<file path="src/pkg/dso_pkg.sv">
// Shared constants and types of the dual-slope converter output sequencer.
package dso_pkg;

    // ------------------------------------------------------------
    // Clocking
    // ------------------------------------------------------------
    localparam int unsigned CLK_PERIOD_NS = 40;
    // System clocks per converter count; the half count carries the strobe.
    localparam int unsigned COUNT_DIV     = 2;
    localparam int unsigned DIV_W         = 1;
    localparam logic [DIV_W-1:0] DIV_LAST = DIV_W'(COUNT_DIV - 1);
    localparam logic [DIV_W-1:0] DIV_HALF = DIV_W'(COUNT_DIV / 2);

    // ------------------------------------------------------------
    // Measurement cycle, in converter counts
    // ------------------------------------------------------------
    localparam logic [15:0] CYCLE_COUNTS   = 16'h9c42;
    localparam logic [15:0] INT_COUNTS     = 16'h2710;
    localparam logic [14:0] FULL_SCALE     = 15'h4e20;
    localparam logic [14:0] UNDER_LIMIT    = 15'h0708;
    localparam logic [15:0] ZI_SHORT       = 16'h00c8;
    localparam logic [15:0] ZI_LONG        = 16'h1838;

    // ------------------------------------------------------------
    // Digit scan, in converter counts
    // ------------------------------------------------------------
    localparam logic [2:0]  NUM_DIGITS     = 3'h5;
    localparam logic [2:0]  STROBE_TOTAL   = 3'h5;
    localparam logic [7:0]  MSD_SLOT_LEN   = 8'hc9;
    localparam logic [7:0]  DIGIT_SLOT_LEN = 8'hc8;
    localparam logic [7:0]  STROBE_SLOT    = 8'h64;

    // ------------------------------------------------------------
    // Types
    // ------------------------------------------------------------
    typedef enum logic [1:0] {
        PH_ZERO_OFFSET,
        PH_SIGNAL_INTEGRATE,
        PH_REFERENCE_INTEGRATE,
        PH_INTEGRATOR_RESET
    } dso_phase_t;

endpackage

</file>
<file path="src/logic/dso_count_divider.sv">
// Divider that makes the converter count enable and its half-count enable.
`timescale 1ns/10ps
module dso_count_divider (
    // Clock and reset
    input  wire logic sys_clk,
    input  wire logic rst_n,
    // Enables
    output logic      tick,
    output logic      mid
);
    import dso_pkg::*;

    typedef struct packed {
        logic [DIV_W-1:0] cnt;
        logic             tick;
        logic             mid;
    } dso_div_state_t;

    dso_div_state_t s_r;
    dso_div_state_t s_nxt;

    always_comb begin
        s_nxt = s_r;
        if (s_r.cnt == DIV_LAST) begin
            s_nxt.cnt = '0;
        end else begin
            s_nxt.cnt = s_r.cnt + 1'b1;
        end
        s_nxt.tick = (s_nxt.cnt == '0);
        s_nxt.mid  = (s_nxt.cnt == DIV_HALF);
    end

    always_ff @(posedge sys_clk or negedge rst_n) begin
        if (!rst_n) begin
            s_r <= '0;
        end else begin
            s_r <= s_nxt;
        end
    end

    assign tick = s_r.tick;
    assign mid  = s_r.mid;
endmodule

</file>
<file path="src/logic/dso_digit_scanner.sv">
// Multiplexed digit scan, BCD presentation and latch strobes.
`timescale 1ns/10ps
module dso_digit_scanner (
    // Clock and reset
    input  wire logic        sys_clk,
    input  wire logic        rst_n,
    // Enables and events
    input  wire logic        tick,
    input  wire logic        mid,
    input  wire logic        meas_end,
    input  wire logic        de_start,
    input  wire logic        ovr,
    input  wire logic [19:0] result,
    // Display outputs
    output logic [4:0]       sel,
    output logic [3:0]       bcd,
    output logic             strobe_n
);
    import dso_pkg::*;

    typedef struct packed {
        logic [2:0] dig;
        logic [7:0] slot;
        logic [2:0] left;
        logic       seq;
        logic       lng;
        logic       blank;
        logic       go_de;
        logic [4:0] sel;
        logic [3:0] bcd;
        logic       strobe_n;
    } dso_scan_state_t;

    dso_scan_state_t s_r;
    dso_scan_state_t s_nxt;

    function automatic logic [4:0] onehot(input logic [2:0] d);
        onehot = 5'h10 >> d;
    endfunction

    always_comb begin
        s_nxt = s_r;
        s_nxt.strobe_n = 1'b1;
        // Delayed by one clock so the restart falls on a whole count.
        s_nxt.go_de    = de_start;
        if (meas_end) begin
            s_nxt.dig   = '0;
            s_nxt.slot  = '0;
            s_nxt.lng   = 1'b1;
            s_nxt.left  = STROBE_TOTAL;
            s_nxt.seq   = 1'b1;
            s_nxt.blank = 1'b0;
        end else if (s_r.go_de && s_r.blank) begin
            s_nxt.dig   = '0;
            s_nxt.slot  = '0;
            s_nxt.lng   = 1'b0;
            s_nxt.blank = 1'b0;
        end else begin
            if (tick && !s_r.blank) begin
                if (s_r.slot == (s_r.lng ? MSD_SLOT_LEN : DIGIT_SLOT_LEN) - 8'h01) begin
                    s_nxt.slot = '0;
                    s_nxt.lng  = 1'b0;
                    if (s_r.dig == NUM_DIGITS - 3'h1) begin
                        s_nxt.dig = '0;
                        if (s_r.seq && s_r.left == '0) begin
                            s_nxt.seq = 1'b0;
                            s_nxt.blank = ovr;
                        end
                    end else begin
                        s_nxt.dig = s_r.dig + 3'h1;
                    end
                end else begin
                    s_nxt.slot = s_r.slot + 8'h01;
                end
            end
            if (mid && !s_r.blank && s_r.seq && s_r.left != '0 && s_r.slot == STROBE_SLOT) begin
                s_nxt.strobe_n = 1'b0;
                s_nxt.left     = s_r.left - 3'h1;
            end
        end
        s_nxt.sel = s_nxt.blank ? 5'h00 : onehot(s_nxt.dig);
        s_nxt.bcd = s_nxt.blank ? 4'h0 : result[5'(16 - 4 * s_nxt.dig) +: 4];
    end

    always_ff @(posedge sys_clk or negedge rst_n) begin
        if (!rst_n) begin
            s_r          <= '0;
            s_r.strobe_n <= 1'b1;
            s_r.sel      <= 5'h10;
        end else begin
            s_r <= s_nxt;
        end
    end

    assign sel      = s_r.sel;
    assign bcd      = s_r.bcd;
    assign strobe_n = s_r.strobe_n;
endmodule

</file>
<file path="src/logic/dso_sequencer_top.sv">
// Measurement sequencer, result latch and flags of the dual-slope converter.
// What this block does
// - Five low strobes per finished measurement, first 101 counts after its end.
// - Most significant digit select rises at measurement end, lasts 201 counts.
// - Each strobe is low half a count, centred inside its digit select.
// - Later digits last 200 counts; strobe falls 100 counts after each rises.
// - Scanning continues after fifth strobe; no more strobes until a new result.
// - Busy rises at integrate start, falls after crossing or overrange end.
// - Result latches load during the first count after busy falls.
// - Busy low exactly when in offset-zero or integrator-reset phase.
// - Overrange set at busy end above 20,000; cleared at next reference start.
// - Underrange set at busy end at 1800 or less; cleared at integrate start.
// - Polarity high for positive or zero; updated at reference integrate start.
// - Digit selects are 200-count pulses, 201 for the MSD after a result, scanned from digit five to one.
// - On overrange, selects blank after strobes until reference integrate restarts scan.
// - BCD outputs are active high and change with the digit select.
// - Comparator sampled once per count after clock transients settle.
// - Counter skips the first count of reference integrate.
// - Overrange reading shows 0000, not 0001.
// - No count delay at the start of signal integrate.
// - Phases run offset-zero, signal integrate, reference integrate, integrator reset.
// - With run/hold high, a new cycle starts every 40,002 counts.
// - Integrator reset lasts 200 counts, 6200 after an overrange.
// - Run/hold low holds; a high level starts only after a full cycle.
`timescale 1ns/10ps
module dso_sequencer_top #(
    parameter logic [15:0] P_CYCLE   = dso_pkg::CYCLE_COUNTS,
    parameter logic [15:0] P_INT     = dso_pkg::INT_COUNTS,
    parameter logic [14:0] P_FULL    = dso_pkg::FULL_SCALE,
    parameter logic [15:0] P_ZI_LONG = dso_pkg::ZI_LONG
) (
    // Clock and reset
    input  wire logic SYS_CLK,
    input  wire logic RSTN,
    // Converter pins
    input  wire logic RUN_HOLD,
    input  wire logic COMP_CROSSED,
    input  wire logic INPUT_POSITIVE,
    // Phase controls
    output logic      PHASE_ZERO_OFFSET,
    output logic      PHASE_SIGNAL_INTEGRATE,
    output logic      PHASE_REFERENCE_INTEGRATE,
    output logic      PHASE_INTEGRATOR_RESET,
    // Status
    output logic      BUSY,
    output logic      OVERRANGE,
    output logic      UNDERRANGE,
    output logic      POLARITY,
    // Display
    output logic      DIGIT_SEL_MSD,
    output logic      DIGIT_SEL_FOURTH,
    output logic      DIGIT_SEL_THIRD,
    output logic      DIGIT_SEL_SECOND,
    output logic      DIGIT_SEL_LSD,
    output logic      BCD_WEIGHT_EIGHT,
    output logic      BCD_WEIGHT_FOUR,
    output logic      BCD_WEIGHT_TWO,
    output logic      BCD_WEIGHT_ONE,
    output logic      STROBE_N
);
    import dso_pkg::*;

    // ------------------------------------------------------------
    // State
    // ------------------------------------------------------------
    typedef struct packed {
        logic        run_m;
        logic        run_s;
        logic        cmp_m;
        logic        cmp_s;
        logic        sgn_m;
        logic        sgn_s;
        dso_phase_t  phase;
        logic [15:0] cyc;
        logic [15:0] pcnt;
        logic [14:0] bin;
        logic [19:0] bcd;
        logic        skip;
        logic        zi_long;
        logic        load;
        logic        ovr_conv;
        logic [19:0] result;
        logic        busy;
        logic        ovr;
        logic        und;
        logic        pol;
        logic        meas_end;
        logic        de_start;
        logic [3:0]  ph_out;
    } dso_seq_state_t;

    dso_seq_state_t s_r;
    dso_seq_state_t s_nxt;

    logic       tick;
    logic       mid;
    logic [4:0] sel;
    logic [3:0] bcd;
    logic       strobe_n;

    // ------------------------------------------------------------
    // Helpers
    // ------------------------------------------------------------
    // Decimal counting avoids a binary to BCD converter on the result path.
    function automatic logic [19:0] bcd_inc(input logic [19:0] v);
        logic [19:0] r;
        logic        c;
        r = v;
        c = 1'b1;
        for (int i = 0; i < 5; i++) begin
            if (c) begin
                if (r[i*4 +: 4] == 4'h9) begin
                    r[i*4 +: 4] = 4'h0;
                end else begin
                    r[i*4 +: 4] = r[i*4 +: 4] + 4'h1;
                    c = 1'b0;
                end
            end
        end
        bcd_inc = r;
    endfunction

    // ------------------------------------------------------------
    // Next state
    // ------------------------------------------------------------
    always_comb begin
        s_nxt = s_r;
        // Pins are asynchronous to the system clock.
        s_nxt.run_m    = RUN_HOLD;
        s_nxt.run_s    = s_r.run_m;
        s_nxt.cmp_m    = COMP_CROSSED;
        s_nxt.cmp_s    = s_r.cmp_m;
        s_nxt.sgn_m    = INPUT_POSITIVE;
        s_nxt.sgn_s    = s_r.sgn_m;
        s_nxt.meas_end = 1'b0;
        s_nxt.de_start = 1'b0;
        // Latching on the half count lets the scan restart on a whole count.
        if (mid && s_r.load) begin
            s_nxt.result   = s_r.ovr_conv ? 20'h00000 : s_r.bcd;
            s_nxt.load     = 1'b0;
            s_nxt.meas_end = 1'b1;
        end
        if (tick) begin
            if (s_r.cyc != P_CYCLE - 16'h0001) begin
                s_nxt.cyc = s_r.cyc + 16'h0001;
            end
            case (s_r.phase)
                PH_ZERO_OFFSET: begin
                    if (s_r.cyc == P_CYCLE - 16'h0001 && s_r.run_s) begin
                        s_nxt.phase = PH_SIGNAL_INTEGRATE;
                        s_nxt.cyc   = '0;
                        s_nxt.pcnt  = '0;
                        s_nxt.bin   = '0;
                        s_nxt.bcd   = '0;
                        s_nxt.und   = 1'b0;
                    end
                end
                PH_SIGNAL_INTEGRATE: begin
                    s_nxt.pcnt = s_r.pcnt + 16'h0001;
                    if (s_r.pcnt == P_INT - 16'h0001) begin
                        s_nxt.phase    = PH_REFERENCE_INTEGRATE;
                        s_nxt.pcnt     = '0;
                        s_nxt.skip     = 1'b1;
                        s_nxt.de_start = 1'b1;
                        s_nxt.pol      = s_r.sgn_s;
                        s_nxt.ovr      = 1'b0;
                    end
                end
                PH_REFERENCE_INTEGRATE: begin
                    s_nxt.skip = 1'b0;
                    if (s_r.cmp_s || (!s_r.skip && s_r.bin == P_FULL)) begin
                        s_nxt.phase    = PH_INTEGRATOR_RESET;
                        s_nxt.pcnt     = '0;
                        s_nxt.load     = 1'b1;
                        s_nxt.ovr_conv = !s_r.cmp_s;
                        s_nxt.zi_long  = !s_r.cmp_s;
                        s_nxt.ovr      = !s_r.cmp_s;
                        s_nxt.und      = s_r.cmp_s && (s_r.bin <= UNDER_LIMIT);
                    end else if (!s_r.skip) begin
                        s_nxt.bin = s_r.bin + 15'h0001;
                        s_nxt.bcd = bcd_inc(s_r.bcd);
                    end
                end
                PH_INTEGRATOR_RESET: begin
                    s_nxt.pcnt = s_r.pcnt + 16'h0001;
                    if (s_r.pcnt == (s_r.zi_long ? P_ZI_LONG : ZI_SHORT) - 16'h0001) begin
                        s_nxt.phase   = PH_ZERO_OFFSET;
                        s_nxt.zi_long = 1'b0;
                    end
                end
                default: begin
                    s_nxt.phase = PH_ZERO_OFFSET;
                end
            endcase
        end
        s_nxt.busy = (s_nxt.phase == PH_SIGNAL_INTEGRATE) ||
                     (s_nxt.phase == PH_REFERENCE_INTEGRATE);
        s_nxt.ph_out = 4'h1 << s_nxt.phase;
    end

    // ------------------------------------------------------------
    // Registers
    // ------------------------------------------------------------
    always_ff @(posedge SYS_CLK or negedge RSTN) begin
        if (!RSTN) begin
            s_r        <= '0;
            s_r.cyc    <= P_CYCLE - 16'h0001;
            s_r.pol    <= 1'b1;
            s_r.ph_out <= 4'h1;
        end else begin
            s_r <= s_nxt;
        end
    end

    // ------------------------------------------------------------
    // Count enables and digit scan
    // ------------------------------------------------------------
    dso_count_divider u_div (
        .sys_clk (SYS_CLK),
        .rst_n   (RSTN),
        .tick    (tick),
        .mid     (mid)
    );

    dso_digit_scanner u_scan (
        .sys_clk  (SYS_CLK),
        .rst_n    (RSTN),
        .tick     (tick),
        .mid      (mid),
        .meas_end (s_r.meas_end),
        .de_start (s_r.de_start),
        .ovr      (s_r.ovr),
        .result   (s_r.result),
        .sel      (sel),
        .bcd      (bcd),
        .strobe_n (strobe_n)
    );

    // ------------------------------------------------------------
    // Outputs
    // ------------------------------------------------------------
    assign PHASE_ZERO_OFFSET         = s_r.ph_out[0];
    assign PHASE_SIGNAL_INTEGRATE    = s_r.ph_out[1];
    assign PHASE_REFERENCE_INTEGRATE = s_r.ph_out[2];
    assign PHASE_INTEGRATOR_RESET    = s_r.ph_out[3];
    assign BUSY                      = s_r.busy;
    assign OVERRANGE                 = s_r.ovr;
    assign UNDERRANGE                = s_r.und;
    assign POLARITY                  = s_r.pol;
    assign DIGIT_SEL_MSD             = sel[4];
    assign DIGIT_SEL_FOURTH          = sel[3];
    assign DIGIT_SEL_THIRD           = sel[2];
    assign DIGIT_SEL_SECOND          = sel[1];
    assign DIGIT_SEL_LSD             = sel[0];
    assign BCD_WEIGHT_EIGHT          = bcd[3];
    assign BCD_WEIGHT_FOUR           = bcd[2];
    assign BCD_WEIGHT_TWO            = bcd[1];
    assign BCD_WEIGHT_ONE            = bcd[0];
    assign STROBE_N                  = strobe_n;
endmodule

</file>
<file path="config.mk">
export PLATFORM = sky130hd
export DESIGN_NAME = dso_sequencer_top
export DESIGN_NICKNAME = d
export VERILOG_FILES = /design/src/pkg/dso_pkg.sv /design/src/logic/dso_count_divider.sv /design/src/logic/dso_digit_scanner.sv /design/src/logic/dso_sequencer_top.sv
export SDC_FILE = /design/constraint.sdc
export NUM_CORES = 1
export LEC_CHECK = 0
export BUFFER_PORTS_ARGS = -buffer_cell sky130_fd_sc_hd__buf_2
export CAP_MARGIN = 25
export CORE_MARGIN = 2
export CORE_UTILIZATION = 28
export DETAILED_ROUTE_END_ITERATION = 16
export GPL_TIMING_DRIVEN = 0
export PLACE_DENSITY = 0.46
export SYNTH_ARGS = -nofsm -noshare
export SYNTH_HDL_FRONTEND = slang
export SYNTH_HIERARCHICAL = 1
export SYNTH_SLANG_ARGS = --single-unit
</file>
<file path="constraint.sdc">
create_clock -name SYS_CLK -period 6.3 [get_ports SYS_CLK]
set_input_delay 0.63 -clock SYS_CLK [delete_from_list [all_inputs] [get_ports SYS_CLK]]
set_output_delay 0.63 -clock SYS_CLK [all_outputs]
set_load 0.1 [all_outputs]
</file>
==> results.py <==
metrics = {
    "outcome": {
        "outcome": "finished, final reports clean",
    },
    "power_and_ir_drop": {
        "p_int_w": 0.001566,
        "ir_drop_v": 0.0001159,
        "comb_power_share_pct": 1.2,
        "cellPowerDensity_nw_per_um2": 226.8,
        "p_leak_nw": 3.908,
        "clkPwrFrac_pct": 54.0,
        "swShare_pct": 21.57,
        "power_frac_seq_pct": 44.9,
        "switchingPower_w": 0.0004306,
    },
    "clock_tree": {
        "ctsRootBufferMaster": "clkbuf_16",
        "cts_buffer_depth": 2,
        "cts.clk_slew.worst_paths_ps": 60,
        "cts.htree.levels": 4,
        "post_cts_resized": 0,
        "cts_setup_buffers": 0,
        "cts_tree": "built",
        "clk_latency_ps": 430,
        "ctsHoldBuffers": 0,
        "clock_sinks": 139,
        "cts-buffers-inserted": 17,
    },
    "critical_path": {
        "rr_endpoint": "u_scan/bcd[3]$_DFF_PN0_",
        "ff2ff_path_depth": 9,
        "rr_startpoint": "u_scan/s_r[17]$_DFFE_PN0P_",
        "cp_max_fo": 10,
        "endpoint_kind": "flop",
        "r2r_slack_ps": 3160,
        "crit_path_start_kind": "flop",
        "cp.arrival_ps": 3470,
        "required_ps": 6630,
        "path_class": "reg2reg",
    },
    "place": {
        "dp_hpwl_um": 12660,
        "io_buffers": 22,
        "gp_congestion": 0.7811,
        "place_inst": 1146,
    },
    "route": {
        "viasPerCell": 4.940,
        "wl_per_cell_um": 15.47,
        "firstDrtPassIters": 7,
        "drt-total-wl_um": 18220,
        "drc_errors": 0,
        "drtIter0Drc": 483,
        "num_vias": 5819,
        "ant_nets": 0,
    },
    "sta": {
        "fin_crit_sh_pct": 49.90,
        "skew_ps": 10.97,
        "hold_viol": 0,
        "fin_crit_ps": 3144,
        "finalSetupTns_ps": 0,
        "relSlewSlack_pct": 47.13,
        "slew_violations": 0,
        "rsz0062_at_grt": "no",
        "setup_viol": 0,
        "tightestPinTransition_ps": 784.7,
        "timing.fmax_mhz": 318.1,
    },
    "global_routing": {
        "overflow": 0,
        "grt_pass1_wl_um": 30980,
        "grt_pass1_vias": 5815,
        "antenna_found_initial": 0,
        "grt_max_degree": 86,
        "grt_use_total_pct": 13.49,
    },
    "synthesis": {
        "synth_cells": 782,
        "synth_nets": 815,
        "synth.top_cell.area_share_pct": 42.41,
        "synth-edff-count": 0,
        "yosys_warnings": 6,
        "synth_top_cell_by_area": "dfrtp_1",
        "yosysMostFrequentCell": "dfrtp_1",
        "netlist_top_cells_count": "dfrtp_1 (129), nand2_1 (86), nor2_1 (48), inv_1 (42), o21ai_0 (41)",
        "avgSynthCellArea_um2": 9.733,
        "synth-main-ff-cell": "dfrtp_1",
        "synthArstFlopShare_pct": 100.0,
        "ys_ff_latch": 139,
        "synthTopCellsByArea": "dfrtp_1 (42%), ha_1 (4.6%), nand2_1 (4.2%)",
        "synthesis.area_um2": 7611,
        "synth.distinct_cells": 77,
        "yosysSeqAreaShare_pct": 45.87,
    },
    "min_path": {
        "hp-class": "in2async",
    },
    "floorplanning": {
        "die_y_um": 168.9,
        "start_util_pct": 28.40,
        "die_area_um2": 28520,
        "row_count": 60,
        "ioPinCount": 23,
        "core_area_um2": 26800,
        "die_width_um": 168.9,
    },
    "finish": {
        "layout.nets": 857,
        "area_growth_pct": 15.65,
        "final_cells": 1178,
        "diodes": 0,
        "drive_gt1_share_pct": 13.50,
    },
    "flow_run": {
        "drv_cap": 0,
    },
}
[state kept, by name (all words and copies together), names as in the netlist, 3 cells and up]
| signal | flops |
|---|---|
| s_nxt | 3 |
| u_scan/s_r | 18 |
| u_scan/sel | 5 |
| u_scan/bcd | 4 |
| s_r | 98 |
[critical path: stages, from the launching register on]
cell and delay, ps:
dfrtp_1 480, nand4bb_1 290, o32a_1 280, o211ai_4 340
nand2_1 180, ha_1 430, clkbuf_1 330, nor2b_1 270
nand4_1 150, a311oi_1 290
[cells by family after synthesis]
group | Yosys count | synth area share (%)
and+or+nand+nor | 325 | 23.72
AOI/OAI and AO/OA | 157 | 14.73
DFF | 139 | 45.87
buffers and inverters | 85 | 4.817
muxes | 29 | 4.077
adders and majority gates | 28 | 4.603
xor gates and xnor gates | 19 | 2.186
[stage by stage]
step	hold WS (ps)	power (W)	cell area [um^2]	utilization [%]	worst slack, ps
6_report	162.7	0.001996	8802	32.84	3156
3_3_place_gp	337.0	0.0009345	8148	30.40	2414
2_1_floorplan	331.2	0.0009133	7611	-	3559
4_1_cts	182.1	0.002028	8802	32.84	3194
5_1_grt	206.2	0.002071	8802	32.84	2902
3_5_place_dp	336.2	0.0009370	8182	30.53	3217
[how the worst max path moves through the flow]
stage	start	end	slack (ps)	cells past startpoint
6_report	u_scan/s_r[17]$_DFFE_PN0P_	u_scan/bcd[3]$_DFF_PN0_	3160	9
5_1_grt	u_scan/s_r[18]$_DFFE_PN0P_	u_scan/bcd[0]$_DFF_PN0_	2900	10
4_1_cts	u_scan/s_r[18]$_DFFE_PN0P_	u_scan/bcd[3]$_DFF_PN0_	3190	10
3_5_place_dp	u_scan/s_r[18]$_DFFE_PN0P_	u_scan/bcd[0]$_DFF_PN0_	3220	10
3_3_place_gp	RSTN	s_r[80]$_DFFE_PN0P_	2410	1
2_1_floorplan	u_scan/s_r[17]$_DFFE_PN0P_	u_scan/bcd[2]$_DFF_PN0_	3560	10
[cell usage in the layout (no fill, tap or decap), drive strengths merged, types with 6 or more instances in the layout]
master / netlist / final
dfrtp: 129 / 129
nand2: 87 / 87
nor2: 49 / 49
inv: 42 / 46
clkbuf: 24 / 43
buf: 19 / 42
o21ai: 41 / 41
nand3: 35 / 35
nand2b: 30 / 30
ha: 28 / 28
a21oi: 25 / 25
nor3: 18 / 18
o31ai: 17 / 17
nand4: 17 / 17
mux2: 16 / 16
mux2i: 13 / 13
and3: 12 / 12
xor2: 11 / 11
dfstp: 10 / 10
nor2b: 10 / 10
a31oi: 10 / 10
nor4: 10 / 10
or3: 9 / 9
nor3b: 8 / 8
xnor2: 8 / 8
a211oi: 7 / 7
o41ai: 6 / 6
and2: 6 / 6
a211o: 6 / 6
[per-layer routing]
metal	GRT usage [%]	up-vias	part of all wire, %
met2	21.20	81	46
met3	2.198	16	2.3
met4	4.198	0	1.4
li1	-	2899	-
met1	19.03	2823	50
met5	0	-	0
[power groups by stage]
stage | clock network, W | logic [W] | registers, W
after floorplan | 0 | 0.00000161 | 0.000912
after global placement | 0 | 0.0000226 | 0.000912
after detailed placement | 0 | 0.0000253 | 0.000912
after CTS | 0.00111 | 0.0000254 | 0.000895
after global routing | 0.00115 | 0.0000281 | 0.000895
final | 0.00108 | 0.0000233 | 0.000896
[final cells by class]
type	instances	area, um^2
inverter	42	157.7
timing repair buffer	23	143.9
sequential	139	3491
tap	341	426.7
fill	2744	18000
multi-input combinational	558	3754
clock buffer	19	432.9
clock inverter	13	187.7
buffer	43	209.0
Power figures use the tool's default switching activity.
